**config.mk**
```make
export PLATFORM = sky130hd
export DESIGN_NAME = agofc_top
export DESIGN_NICKNAME = d
export VERILOG_FILES = /design/src/hw/agofc_fifo.sv /design/src/hw/agofc_pkg.sv /design/src/hw/agofc_top.sv
export SDC_FILE = /design/constraint.sdc
export NUM_CORES = 1
export LEC_CHECK = 0
export BUFFER_PORTS_ARGS = -buffer_cell sky130_fd_sc_hd__buf_2
export CAP_MARGIN = 40
export CORE_MARGIN = 2
export CORE_UTILIZATION = 40
export CTS_CLUSTER_SIZE = 25
export DETAILED_ROUTE_END_ITERATION = 12
export PLACE_DENSITY = 0.71
export RECOVER_POWER = 25
export SYNTH_ARGS = -nofsm -noshare
export SYNTH_HDL_FRONTEND = slang
export SYNTH_SLANG_ARGS = --single-unit
```
**constraint.sdc**
```tcl
create_clock -name CLK_SYS -period 3.15 [get_ports CLK_SYS]
set_input_delay 0.4725 -clock CLK_SYS [delete_from_list [all_inputs] [get_ports CLK_SYS]]
set_output_delay 0.4725 -clock CLK_SYS [all_outputs]
set_load 0.02 [all_outputs]
```
**src/hw/agofc_fifo.sv**
```systemverilog
// Intentionally empty: the sample FIFO sits beside the block that uses it, with all other logic

```
**src/hw/agofc_pkg.sv**
```systemverilog
// Package for the converter gain and output format control block
package agofc_pkg;
	localparam int NUM_CH = 8;
	localparam int SAMPLE_W = 12;
	localparam int GAIN_W = 4;
	localparam int FIFO_DEPTH = 4;
	localparam int HALF_BITS = 6;
	// Register indices as printed; byte address is four times the index
	localparam logic [7:0] IDX_GAIN_LO = 8'h2a;
	localparam logic [7:0] IDX_GAIN_HI = 8'h2b;
	localparam logic [7:0] IDX_CLK_REF = 8'h42;
	localparam logic [7:0] IDX_FORMAT = 8'h46;
	localparam logic [7:0] IDX_STATUS = 8'h50;
	localparam logic [9:0] ADDR_GAIN_LO = {IDX_GAIN_LO, 2'b00};
	localparam logic [9:0] ADDR_GAIN_HI = {IDX_GAIN_HI, 2'b00};
	localparam logic [9:0] ADDR_CLK_REF = {IDX_CLK_REF, 2'b00};
	localparam logic [9:0] ADDR_FORMAT = {IDX_FORMAT, 2'b00};
	localparam logic [9:0] ADDR_STATUS = {IDX_STATUS, 2'b00};
	// Field positions, clock/reference register
	localparam int B_DIFFERENTIAL_CLOCK_SELECT = 0;
	localparam int B_DCC = 2;
	localparam int B_CM_REF = 3;
	localparam int B_PHASE_LO = 5;
	localparam int B_FIXED_HI = 15;
	// Field positions, format register
	localparam int B_TWOS = 2;
	localparam int B_MSB_FIRST = 3;
	localparam int B_SDR = 4;
	localparam int B_FALL = 13;
	localparam int B_FIXED_MID = 9;
	localparam logic [15:0] CLK_REF_RESET = 16'h8000;
	localparam logic [15:0] FORMAT_RESET = 16'h8200;
	localparam logic [15:0] GAIN_RESET = 16'h0000;
	localparam logic [3:0] GAIN_MAX = 4'hc;
	localparam logic [1:0] RESP_OKAY = 2'h0;
	localparam logic [1:0] RESP_SLVERR = 2'h2;
endpackage

```
**src/hw/agofc_top.sv**
```systemverilog
// Gain, clock/reference mode and serial output format control with LVDS serializer
//
// Chosen here: the AXI4-Lite interface to the registers.
`timescale 1ns/1ps
module agofc_top
	import agofc_pkg::*;
(
	input wire logic CLK_SYS,
	input wire logic RST_N,
	input wire logic [11:0] S_AXI_AWADDR,
	input wire logic S_AXI_AWVALID,
	output logic S_AXI_AWREADY,
	input wire logic [31:0] S_AXI_WDATA,
	input wire logic [3:0] S_AXI_WSTRB,
	input wire logic S_AXI_WVALID,
	output logic S_AXI_WREADY,
	output logic [1:0] S_AXI_BRESP,
	output logic S_AXI_BVALID,
	input wire logic S_AXI_BREADY,
	input wire logic [11:0] S_AXI_ARADDR,
	input wire logic S_AXI_ARVALID,
	output logic S_AXI_ARREADY,
	output logic [31:0] S_AXI_RDATA,
	output logic [1:0] S_AXI_RRESP,
	output logic S_AXI_RVALID,
	input wire logic S_AXI_RREADY,
	input wire logic LINK_CLK,
	input wire logic REFERENCE_SOURCE_PIN,
	input wire logic [agofc_pkg::NUM_CH*agofc_pkg::SAMPLE_W-1:0] SAMPLE_DATA,
	input wire logic SAMPLE_VALID,
	output logic SAMPLE_READY,
	output logic [agofc_pkg::NUM_CH*agofc_pkg::GAIN_W-1:0] CHANNEL_GAIN_CODE,
	output logic DIFFERENTIAL_CLOCK_SELECT,
	output logic DUTY_CORRECTION_ENABLE,
	output logic EXTERNAL_REFERENCE_ACTIVE,
	output logic COMMON_MODE_PIN_INPUT,
	output logic [agofc_pkg::NUM_CH-1:0] SERIAL_DATA,
	output logic SERIAL_BIT_CLOCK,
	output logic FRAME_CLOCK_OUTPUT
);
	localparam int BW = $clog2(SAMPLE_W);
	localparam logic [BW-1:0] LAST_BIT = BW'(SAMPLE_W - 1);
	localparam logic [BW-1:0] MID_BIT = BW'(HALF_BITS);
	// Slot length is measured up to 16 system clocks; longer slots just centre less exactly
	localparam int SLOT_W = 4;

	logic [15:0] gain_lo;
	logic [15:0] gain_hi;
	logic [15:0] clk_ref;
	logic [15:0] fmt;
	logic aw_held;
	logic w_held;
	logic [11:0] aw_addr;
	logic [31:0] w_data;
	logic [3:0] w_strb;
	logic ref_s1;
	logic ref_s2;
	logic lk_s1;
	logic lk_s2;
	logic lk_d;
	logic bit_tick;
	logic [BW-1:0] bit_idx;
	logic [NUM_CH*SAMPLE_W-1:0] word;
	logic word_loaded;
	logic fifo_valid;
	logic [NUM_CH*SAMPLE_W-1:0] fifo_data;
	logic take_word;
	logic underrun;
	logic [1:0] phase;
	logic sdr;
	logic fall_sel;
	logic [SLOT_W-1:0] slot_cnt;
	logic [SLOT_W-1:0] half_slot;
	logic mid_tick;

	// Gain codes above twelve are not legal; clamp so the datapath never sees them
	function automatic logic [GAIN_W-1:0] clamp_gain(input logic [GAIN_W-1:0] code);
		clamp_gain = (code > GAIN_MAX) ? GAIN_MAX : code;
	endfunction

	function automatic logic [15:0] merge16(input logic [15:0] old, input logic [31:0] d,
			input logic [3:0] s);
		merge16 = {s[1] ? d[15:8] : old[15:8], s[0] ? d[7:0] : old[7:0]};
	endfunction

	// AXI4-Lite write path: address and data accepted independently
	assign S_AXI_AWREADY = !aw_held && !S_AXI_BVALID;
	assign S_AXI_WREADY = !w_held && !S_AXI_BVALID;
	always_ff @(posedge CLK_SYS or negedge RST_N) begin
		if (!RST_N) begin
			aw_held <= 1'b0;
			w_held <= 1'b0;
			aw_addr <= '0;
			w_data <= '0;
			w_strb <= '0;
			S_AXI_BVALID <= 1'b0;
			S_AXI_BRESP <= RESP_OKAY;
		end else begin
			if (S_AXI_AWVALID && S_AXI_AWREADY) begin
				aw_held <= 1'b1;
				aw_addr <= S_AXI_AWADDR;
			end
			if (S_AXI_WVALID && S_AXI_WREADY) begin
				w_held <= 1'b1;
				w_data <= S_AXI_WDATA;
				w_strb <= S_AXI_WSTRB;
			end
			if (aw_held && w_held) begin
				aw_held <= 1'b0;
				w_held <= 1'b0;
				S_AXI_BVALID <= 1'b1;
				S_AXI_BRESP <= (aw_addr[11:10] == 2'b00 &&
					(aw_addr[9:0] == ADDR_GAIN_LO || aw_addr[9:0] == ADDR_GAIN_HI ||
					aw_addr[9:0] == ADDR_CLK_REF || aw_addr[9:0] == ADDR_FORMAT ||
					aw_addr[9:0] == ADDR_STATUS)) ? RESP_OKAY : RESP_SLVERR;
			end else if (S_AXI_BVALID && S_AXI_BREADY) begin
				S_AXI_BVALID <= 1'b0;
			end
		end
	end

	logic wr_go;
	assign wr_go = aw_held && w_held && aw_addr[11:10] == 2'b00;

	// Configuration registers; fixed-one bits are forced so a careless write cannot clear them
	always_ff @(posedge CLK_SYS or negedge RST_N) begin
		if (!RST_N) begin
			gain_lo <= GAIN_RESET;
			gain_hi <= GAIN_RESET;
			clk_ref <= CLK_REF_RESET;
			fmt <= FORMAT_RESET;
		end else if (wr_go) begin
			if (aw_addr[9:0] == ADDR_GAIN_LO) begin
				gain_lo <= merge16(gain_lo, w_data, w_strb);
			end
			if (aw_addr[9:0] == ADDR_GAIN_HI) begin
				gain_hi <= merge16(gain_hi, w_data, w_strb);
			end
			if (aw_addr[9:0] == ADDR_CLK_REF) begin
				clk_ref <= merge16(clk_ref, w_data, w_strb) | CLK_REF_RESET;
			end
			if (aw_addr[9:0] == ADDR_FORMAT) begin
				fmt <= merge16(fmt, w_data, w_strb) | FORMAT_RESET;
			end
		end
	end

	// AXI4-Lite read path
	assign S_AXI_ARREADY = !S_AXI_RVALID;
	always_ff @(posedge CLK_SYS or negedge RST_N) begin
		if (!RST_N) begin
			S_AXI_RVALID <= 1'b0;
			S_AXI_RDATA <= '0;
			S_AXI_RRESP <= RESP_OKAY;
		end else if (S_AXI_ARVALID && S_AXI_ARREADY) begin
			S_AXI_RVALID <= 1'b1;
			S_AXI_RRESP <= RESP_OKAY;
			S_AXI_RDATA <= '0;
			if (S_AXI_ARADDR[11:10] != 2'b00) begin
				S_AXI_RRESP <= RESP_SLVERR;
			end else if (S_AXI_ARADDR[9:0] == ADDR_GAIN_LO) begin
				S_AXI_RDATA <= {16'h0000, gain_lo};
			end else if (S_AXI_ARADDR[9:0] == ADDR_GAIN_HI) begin
				S_AXI_RDATA <= {16'h0000, gain_hi};
			end else if (S_AXI_ARADDR[9:0] == ADDR_CLK_REF) begin
				S_AXI_RDATA <= {16'h0000, clk_ref};
			end else if (S_AXI_ARADDR[9:0] == ADDR_FORMAT) begin
				S_AXI_RDATA <= {16'h0000, fmt};
			end else if (S_AXI_ARADDR[9:0] == ADDR_STATUS) begin
				S_AXI_RDATA <= {28'h000_0000, underrun, EXTERNAL_REFERENCE_ACTIVE,
					COMMON_MODE_PIN_INPUT, word_loaded};
			end else begin
				S_AXI_RRESP <= RESP_SLVERR;
			end
		end else if (S_AXI_RVALID && S_AXI_RREADY) begin
			S_AXI_RVALID <= 1'b0;
		end
	end

	// Gain outputs: ch1-4 lowest nibble first, ch5-8 highest channel in lowest nibble
	genvar g;
	generate
		for (g = 0; g < NUM_CH / 2; g++) begin : g_gain
			always_ff @(posedge CLK_SYS or negedge RST_N) begin
				if (!RST_N) begin
					CHANNEL_GAIN_CODE[g*GAIN_W +: GAIN_W] <= '0;
					CHANNEL_GAIN_CODE[(NUM_CH-1-g)*GAIN_W +: GAIN_W] <= '0;
				end else begin
					CHANNEL_GAIN_CODE[g*GAIN_W +: GAIN_W] <=
						clamp_gain(gain_lo[g*GAIN_W +: GAIN_W]);
					CHANNEL_GAIN_CODE[(NUM_CH-1-g)*GAIN_W +: GAIN_W] <=
						clamp_gain(gain_hi[g*GAIN_W +: GAIN_W]);
				end
			end
		end
	endgenerate

	// Mode outputs; reference pin is asynchronous so it is synchronised first
	always_ff @(posedge CLK_SYS or negedge RST_N) begin
		if (!RST_N) begin
			ref_s1 <= 1'b1;
			ref_s2 <= 1'b1;
			DIFFERENTIAL_CLOCK_SELECT <= 1'b0;
			DUTY_CORRECTION_ENABLE <= 1'b0;
			EXTERNAL_REFERENCE_ACTIVE <= 1'b0;
			COMMON_MODE_PIN_INPUT <= 1'b0;
		end else begin
			ref_s1 <= REFERENCE_SOURCE_PIN;
			ref_s2 <= ref_s1;
			DIFFERENTIAL_CLOCK_SELECT <= clk_ref[B_DIFFERENTIAL_CLOCK_SELECT];
			DUTY_CORRECTION_ENABLE <= clk_ref[B_DCC];
			EXTERNAL_REFERENCE_ACTIVE <= !ref_s2;
			COMMON_MODE_PIN_INPUT <= !ref_s2 && clk_ref[B_CM_REF];
		end
	end

	assign phase = clk_ref[B_PHASE_LO +: 2];
	assign sdr = fmt[B_SDR];
	assign fall_sel = sdr && fmt[B_FALL];

	// Twelve-times bit rate comes from the link clock; each of its edges is one bit slot
	always_ff @(posedge CLK_SYS or negedge RST_N) begin
		if (!RST_N) begin
			lk_s1 <= 1'b0;
			lk_s2 <= 1'b0;
			lk_d <= 1'b0;
		end else begin
			lk_s1 <= LINK_CLK;
			lk_s2 <= lk_s1;
			lk_d <= lk_s2;
		end
	end
	assign bit_tick = lk_s2 ^ lk_d;

	// Slot length measured in system clocks so bit clock edges land mid-window
	always_ff @(posedge CLK_SYS or negedge RST_N) begin
		if (!RST_N) begin
			slot_cnt <= '1;
			half_slot <= '0;
		end else if (bit_tick) begin
			slot_cnt <= '0;
			half_slot <= {1'b0, slot_cnt[SLOT_W-1:1]} + SLOT_W'(1);
		end else if (slot_cnt != '1) begin
			slot_cnt <= slot_cnt + 1'b1;
		end
	end
	assign mid_tick = !bit_tick && slot_cnt == half_slot;

	// A new word is taken at the last bit slot; an empty FIFO repeats nothing and flags underrun
	assign take_word = bit_tick && bit_idx == LAST_BIT;
	agofc_fifo #(
		.WIDTH(NUM_CH*SAMPLE_W),
		.DEPTH(FIFO_DEPTH)
	) u_fifo (
		.clk(CLK_SYS),
		.rst_n(RST_N),
		.in_valid(SAMPLE_VALID),
		.in_ready(SAMPLE_READY),
		.in_data(SAMPLE_DATA),
		.out_valid(fifo_valid),
		.out_ready(take_word),
		.out_data(fifo_data)
	);

	always_ff @(posedge CLK_SYS or negedge RST_N) begin
		if (!RST_N) begin
			bit_idx <= LAST_BIT;
			word <= '0;
			word_loaded <= 1'b0;
			underrun <= 1'b0;
		end else if (bit_tick) begin
			if (bit_idx == LAST_BIT) begin
				bit_idx <= '0;
				word <= fifo_valid ? fifo_data : '0;
				word_loaded <= fifo_valid;
				underrun <= underrun || !fifo_valid;
			end else begin
				bit_idx <= bit_idx + 1'b1;
			end
		end
	end

	// Per-lane serialiser: format conversion then bit selection
	genvar c;
	generate
		for (c = 0; c < NUM_CH; c++) begin : g_lane
			logic [SAMPLE_W-1:0] lane_word;
			logic [BW-1:0] pick;
			assign lane_word = word[c*SAMPLE_W +: SAMPLE_W] ^
				{fmt[B_TWOS], {(SAMPLE_W-1){1'b0}}};
			assign pick = fmt[B_MSB_FIRST] ? LAST_BIT - bit_idx : bit_idx;
			always_ff @(posedge CLK_SYS or negedge RST_N) begin
				if (!RST_N) begin
					SERIAL_DATA[c] <= 1'b0;
				end else begin
					SERIAL_DATA[c] <= lane_word[pick];
				end
			end
		end
	endgenerate

	// Frame clock from the bit index, bit clock from mid-slot ticks except in the edge-aligned DDR phases; both follow bit_tick, so they stay in lockstep
	always_ff @(posedge CLK_SYS or negedge RST_N) begin
		if (!RST_N) begin
			SERIAL_BIT_CLOCK <= 1'b0;
			FRAME_CLOCK_OUTPUT <= 1'b0;
		end else begin
			FRAME_CLOCK_OUTPUT <= bit_idx < MID_BIT;
			if (sdr) begin
				// One pulse per bit at mid-slot; edge select picks the capturing edge
				SERIAL_BIT_CLOCK <= mid_tick ? !fall_sel : fall_sel;
			end else begin
				// One edge per bit; level set, not toggled, so a missed slot self-heals
				unique case (phase)
					2'b00: begin
						if (mid_tick) begin
							SERIAL_BIT_CLOCK <= bit_idx[0];
						end
					end
					2'b01: begin
						if (mid_tick) begin
							SERIAL_BIT_CLOCK <= !bit_idx[0];
						end
					end
					// Edges on the data transitions, a quarter clock away from centre
					2'b10: SERIAL_BIT_CLOCK <= bit_idx[0];
					2'b11: SERIAL_BIT_CLOCK <= !bit_idx[0];
				endcase
			end
		end
	end
endmodule // agofc_top

// Small flip-flop FIFO with valid/ready on both sides
module agofc_fifo #(
	parameter int WIDTH = 96,
	parameter int DEPTH = 4
) (
	input wire logic clk,
	input wire logic rst_n,
	input wire logic in_valid,
	output logic in_ready,
	input wire logic [WIDTH-1:0] in_data,
	output logic out_valid,
	input wire logic out_ready,
	output logic [WIDTH-1:0] out_data
);
	localparam int AW = $clog2(DEPTH);
	logic [WIDTH-1:0] mem [DEPTH];
	logic [AW-1:0] wr_ptr;
	logic [AW-1:0] rd_ptr;
	logic [AW:0] count;
	logic push;
	logic pop;
	assign in_ready = (count != (AW+1)'(DEPTH));
	assign out_valid = (count != '0);
	assign push = in_valid && in_ready;
	assign pop = out_valid && out_ready;
	assign out_data = mem[rd_ptr];
	always_ff @(posedge clk or negedge rst_n) begin
		if (!rst_n) begin
			wr_ptr <= '0;
			rd_ptr <= '0;
			count <= '0;
		end else begin
			if (push) begin
				wr_ptr <= (wr_ptr == AW'(DEPTH - 1)) ? '0 : wr_ptr + 1'b1;
			end
			if (pop) begin
				rd_ptr <= (rd_ptr == AW'(DEPTH - 1)) ? '0 : rd_ptr + 1'b1;
			end
			count <= count + (AW+1)'(push) - (AW+1)'(pop);
		end
	end
	always_ff @(posedge clk) begin
		if (push) begin
			mem[wr_ptr] <= in_data;
		end
	end
endmodule // agofc_fifo

```
==> summary.txt <==
status - complete, no violations
CTS tree - done
Min-Delay Path Class - input pin to register
Static Leakage - 11.9 nW
reg2reg path depth - 10
first-pass GRT wire length - 86800 um
WHS - 0.0892 ns
Resize count post-CTS - 0
Pwr Density - 905 mW/mm2
Yosys reg bits - 665
Die ar. - 0.0664 mm2
global route overflow - 0
top post-synthesis cells by area - edfxtp_1 45%, dfrtp_1 26%, mux4_2 9.1%
final critical-path required period - 2.75 ns
Vias - 13600
Area after DPL - 0.0281 mm2
Unique masters post-synth - 59
hold wc startpoint - S_AXI_WDATA[1]
post-DP HPWL - 33500 um
slowest library cell on the worst path - dfstp_2
CP cell instances - ha_1 > nand2_1 > nor3_1 > ha_1 > inv_1 > ha_1 > inv_1 > fa_1 > xnor2_1 > xnor2_1
Slew Viols, Final - 0
Max Fclk - 0.363 GHz
area grow syn2layout - 18.8%
filler cell count - 5380
row count - 93
critical path's top delay family - adder cells
XOR/XNOR Fraction of Synth Area - 0.00714
relative slew slack - 0.417
worst-skew pair later-pin latency - 0.63 ns
initial antenna violation count - 9
CP bufs+invs - 2
Via density - 5.31
met1 Use GR - 0.214
multiplexer share of the synthesized area - 0.153
reg-to-reg slack, setup - 0.40 ns
clk_skew - 0.0458 ns
core area - 0.0640 mm2
Worst VDD drop - 0.611 mV
Final GP Congestion - 0.877
clk root buf - clkbuf_16
fin nets - 1829
hold path endpoint - w_data[1]
M3 GR Usage - 0.0430
die width - 258 um
Crit Path Class - register to register
Critical Path Max Stage Delay - 0.67 ns
grt met2 use - 0.291
Worst Hold Depth - 2
sequential share of the synthesized area - 0.721
maxcap violations - 0
die span in y - 258 um
Synth Area in Compound Gates - 0.0626
RSZ-0062 raised after global routing - false
Syn Area/Cell - 18.5 um2
Reg-to-Reg Start - bit_idx[1]
area leader, netlist - edfxtp_1
simple-gate area share of the yosys netlist - 0.0294
CTS clk-pin slew, worst paths - 0.07 ns
largest family of logic cells by synthesized area - multiplexers
Worst EP arrival - 3.24 ns
Worst Tran Pin Value - 0.874 ns
Initial Util - 0.402
average wire per standard cell - 21.9 um
ys flop type - edfxtp_1
Final ANT Viol Nets - 0
I/O pins - 254
Port Buffer Count - 217
vias in the first global route - 14600
CP endpoint kind - register
Tcrit/Tclk final - 0.874
synth warn - 0
htree depth - 3
fraction of layout cells with a size suffix above 1 - 0.312
Async SR Flop Fraction - 0.423
Global Route Usage Sum - 0.170
DR iter-0 viols - 972
Pre-antenna DRT Iters - 5
CP Launch Type - register
critical path's most frequent cell - ha_1
number of synthesized flops with an enable pin - 384
pin count of the biggest net entering global routing - 99
Post-Synth Adder-Cell Area - 0.00661
R2R Path End - u_fifo.count[2]
TritonCTS Sinks - 665
wirelength, routed - 56300 um
DRC - 0
Required @ worst endpoint - 3.63 ns
cts bufs inserted - 74
power consumption - 27.7 mW
busiest layer in global routing - met2
CTS max path bufs - 3
endpoints failing hold - 0
final instance area - 0.0306 mm2
final core utilization - 0.478
Synth top area share - 0.448
CP max FO - 14
Final TNS setup - 0 ns
Synth Cell Area - 0.0257 mm2
Post-Synthesis Cells - 1394
# setup viols final - 0
==> worst max-delay path by stage <==
| stage | end | depth (start not counted) | from |
|---|---|---|---|
| CTS | u_fifo.count[2] | 10 | bit_idx[1] |
| global route | u_fifo.count[2] | 10 | bit_idx[1] |
| floorplan | u_fifo.mem[0][0] | 3 | u_fifo.count[1] |
| global placement | u_fifo.count[2] | 10 | bit_idx[1] |
| detailed placement | u_fifo.count[2] | 10 | bit_idx[1] |
| finish | u_fifo.count[2] | 10 | bit_idx[1] |
==> routing by layer <==
layer | vias up | part of all wire
met4 | 12 | 0.024
met5 | - | 0.0014
met3 | 98 | 0.065
li1 | 6002 | -
met1 | 7141 | 0.41
met2 | 396 | 0.50
==> sequential cells by signal, summed over array words and instances (netlist names), 2 cells and up <==
| register | count |
|---|---|
| u_fifo.mem | 384 |
| word | 96 |
| CHANNEL_GAIN_CODE | 32 |
| S_AXI_RDATA | 16 |
| gain_hi | 16 |
| gain_lo | 16 |
| w_data | 16 |
| clk_ref | 15 |
| fmt | 14 |
| aw_addr | 12 |
| SERIAL_DATA | 8 |
| bit_idx | 4 |
| half_slot | 4 |
| slot_cnt | 4 |
| u_fifo.count | 3 |
| u_fifo.rd_ptr | 2 |
| u_fifo.wr_ptr | 2 |
| w_strb | 2 |
==> logic make-up (layout without fill, tap and decap cells) <==
family	Yosys count	in the layout
xor+xnor	21	21
simple gates	130	130
mux	248	248
buf+inv	114	414
flops	665	665
compound gates	202	202
fa+ha+maj	13	13
other cells	1	21
==> where the power goes <==
group | internal [mW] | switching, mW | leakage [nW]
sequential | 11.4 | 1.11 | 7.16
clock | 5.31 | 3.53 | 1.24
combinational | 3.19 | 3.13 | 3.53
total | 19.9 | 7.77 | 11.9
==> cell usage after synthesis, drive strengths merged (15+ instances only) <==
cell and number:
mux2 115, mux4 104, xor2 15, nand2 23
o22ai 20, nor2 19, mux2i 29, dfrtp 272
clkbuf 61, edfxtp 384, buf 39, a22o 107
a21boi 16
==> cells in the final DEF (no fill, tap or decap), types with 16 or more instances in the layout <==
| master | Yosys | layout |
|---|---|---|
| a21boi_0 | 16 | 16 |
| mux4_2 | 104 | 104 |
| dfrtp_1 | 272 | 270 |
| o22ai_1 | 20 | 20 |
| mux2_2 | 115 | 115 |
| buf_4 | 18 | 26 |
| buf_12 | 0 | 16 |
| nor2_1 | 19 | 18 |
| a22o_1 | 107 | 107 |
| clkbuf_1 | 61 | 105 |
| mux2i_1 | 29 | 29 |
| clkbuf_16 | 0 | 76 |
| buf_2 | 8 | 124 |
| conb_1 | 1 | 18 |
| nand2_1 | 23 | 23 |
| edfxtp_1 | 384 | 384 |
==> cell type report <==
| cell class | count | area, um2 | area share |
|---|---|---|---|
| Timing Repair Buffer | 263 | 1550 | 0.0508 |
| Clock inverter | 41 | 510 | 0.0167 |
| Clock buffer | 96 | 2050 | 0.0669 |
| Multi-Input combinational cell | 632 | 6760 | 0.221 |
| Inverter | 14 | 52.6 | 0.00172 |
| Sequential cell | 665 | 18600 | 0.608 |
| Tap cell | 855 | 1070 | 0.0350 |
| Antenna cell | 3 | 7.51 | 0.000245 |
==> timing repair <==
item,4_1_cts,5_1_grt
setup buffers,0,0
endpoints found under the hold margin,81,0
hold buffers,3,0
==> through the flow <==
stage | cells | worst slack [ns]
after floorplan | 1411 | 0.742
after global placement | 2425 | 0.472
after detailed placement | 2426 | 0.343
after CTS | 2566 | 0.356
after global routing | 2566 | 0.164
final | 2569 | 0.396
(Power assumes the default switching activity.)
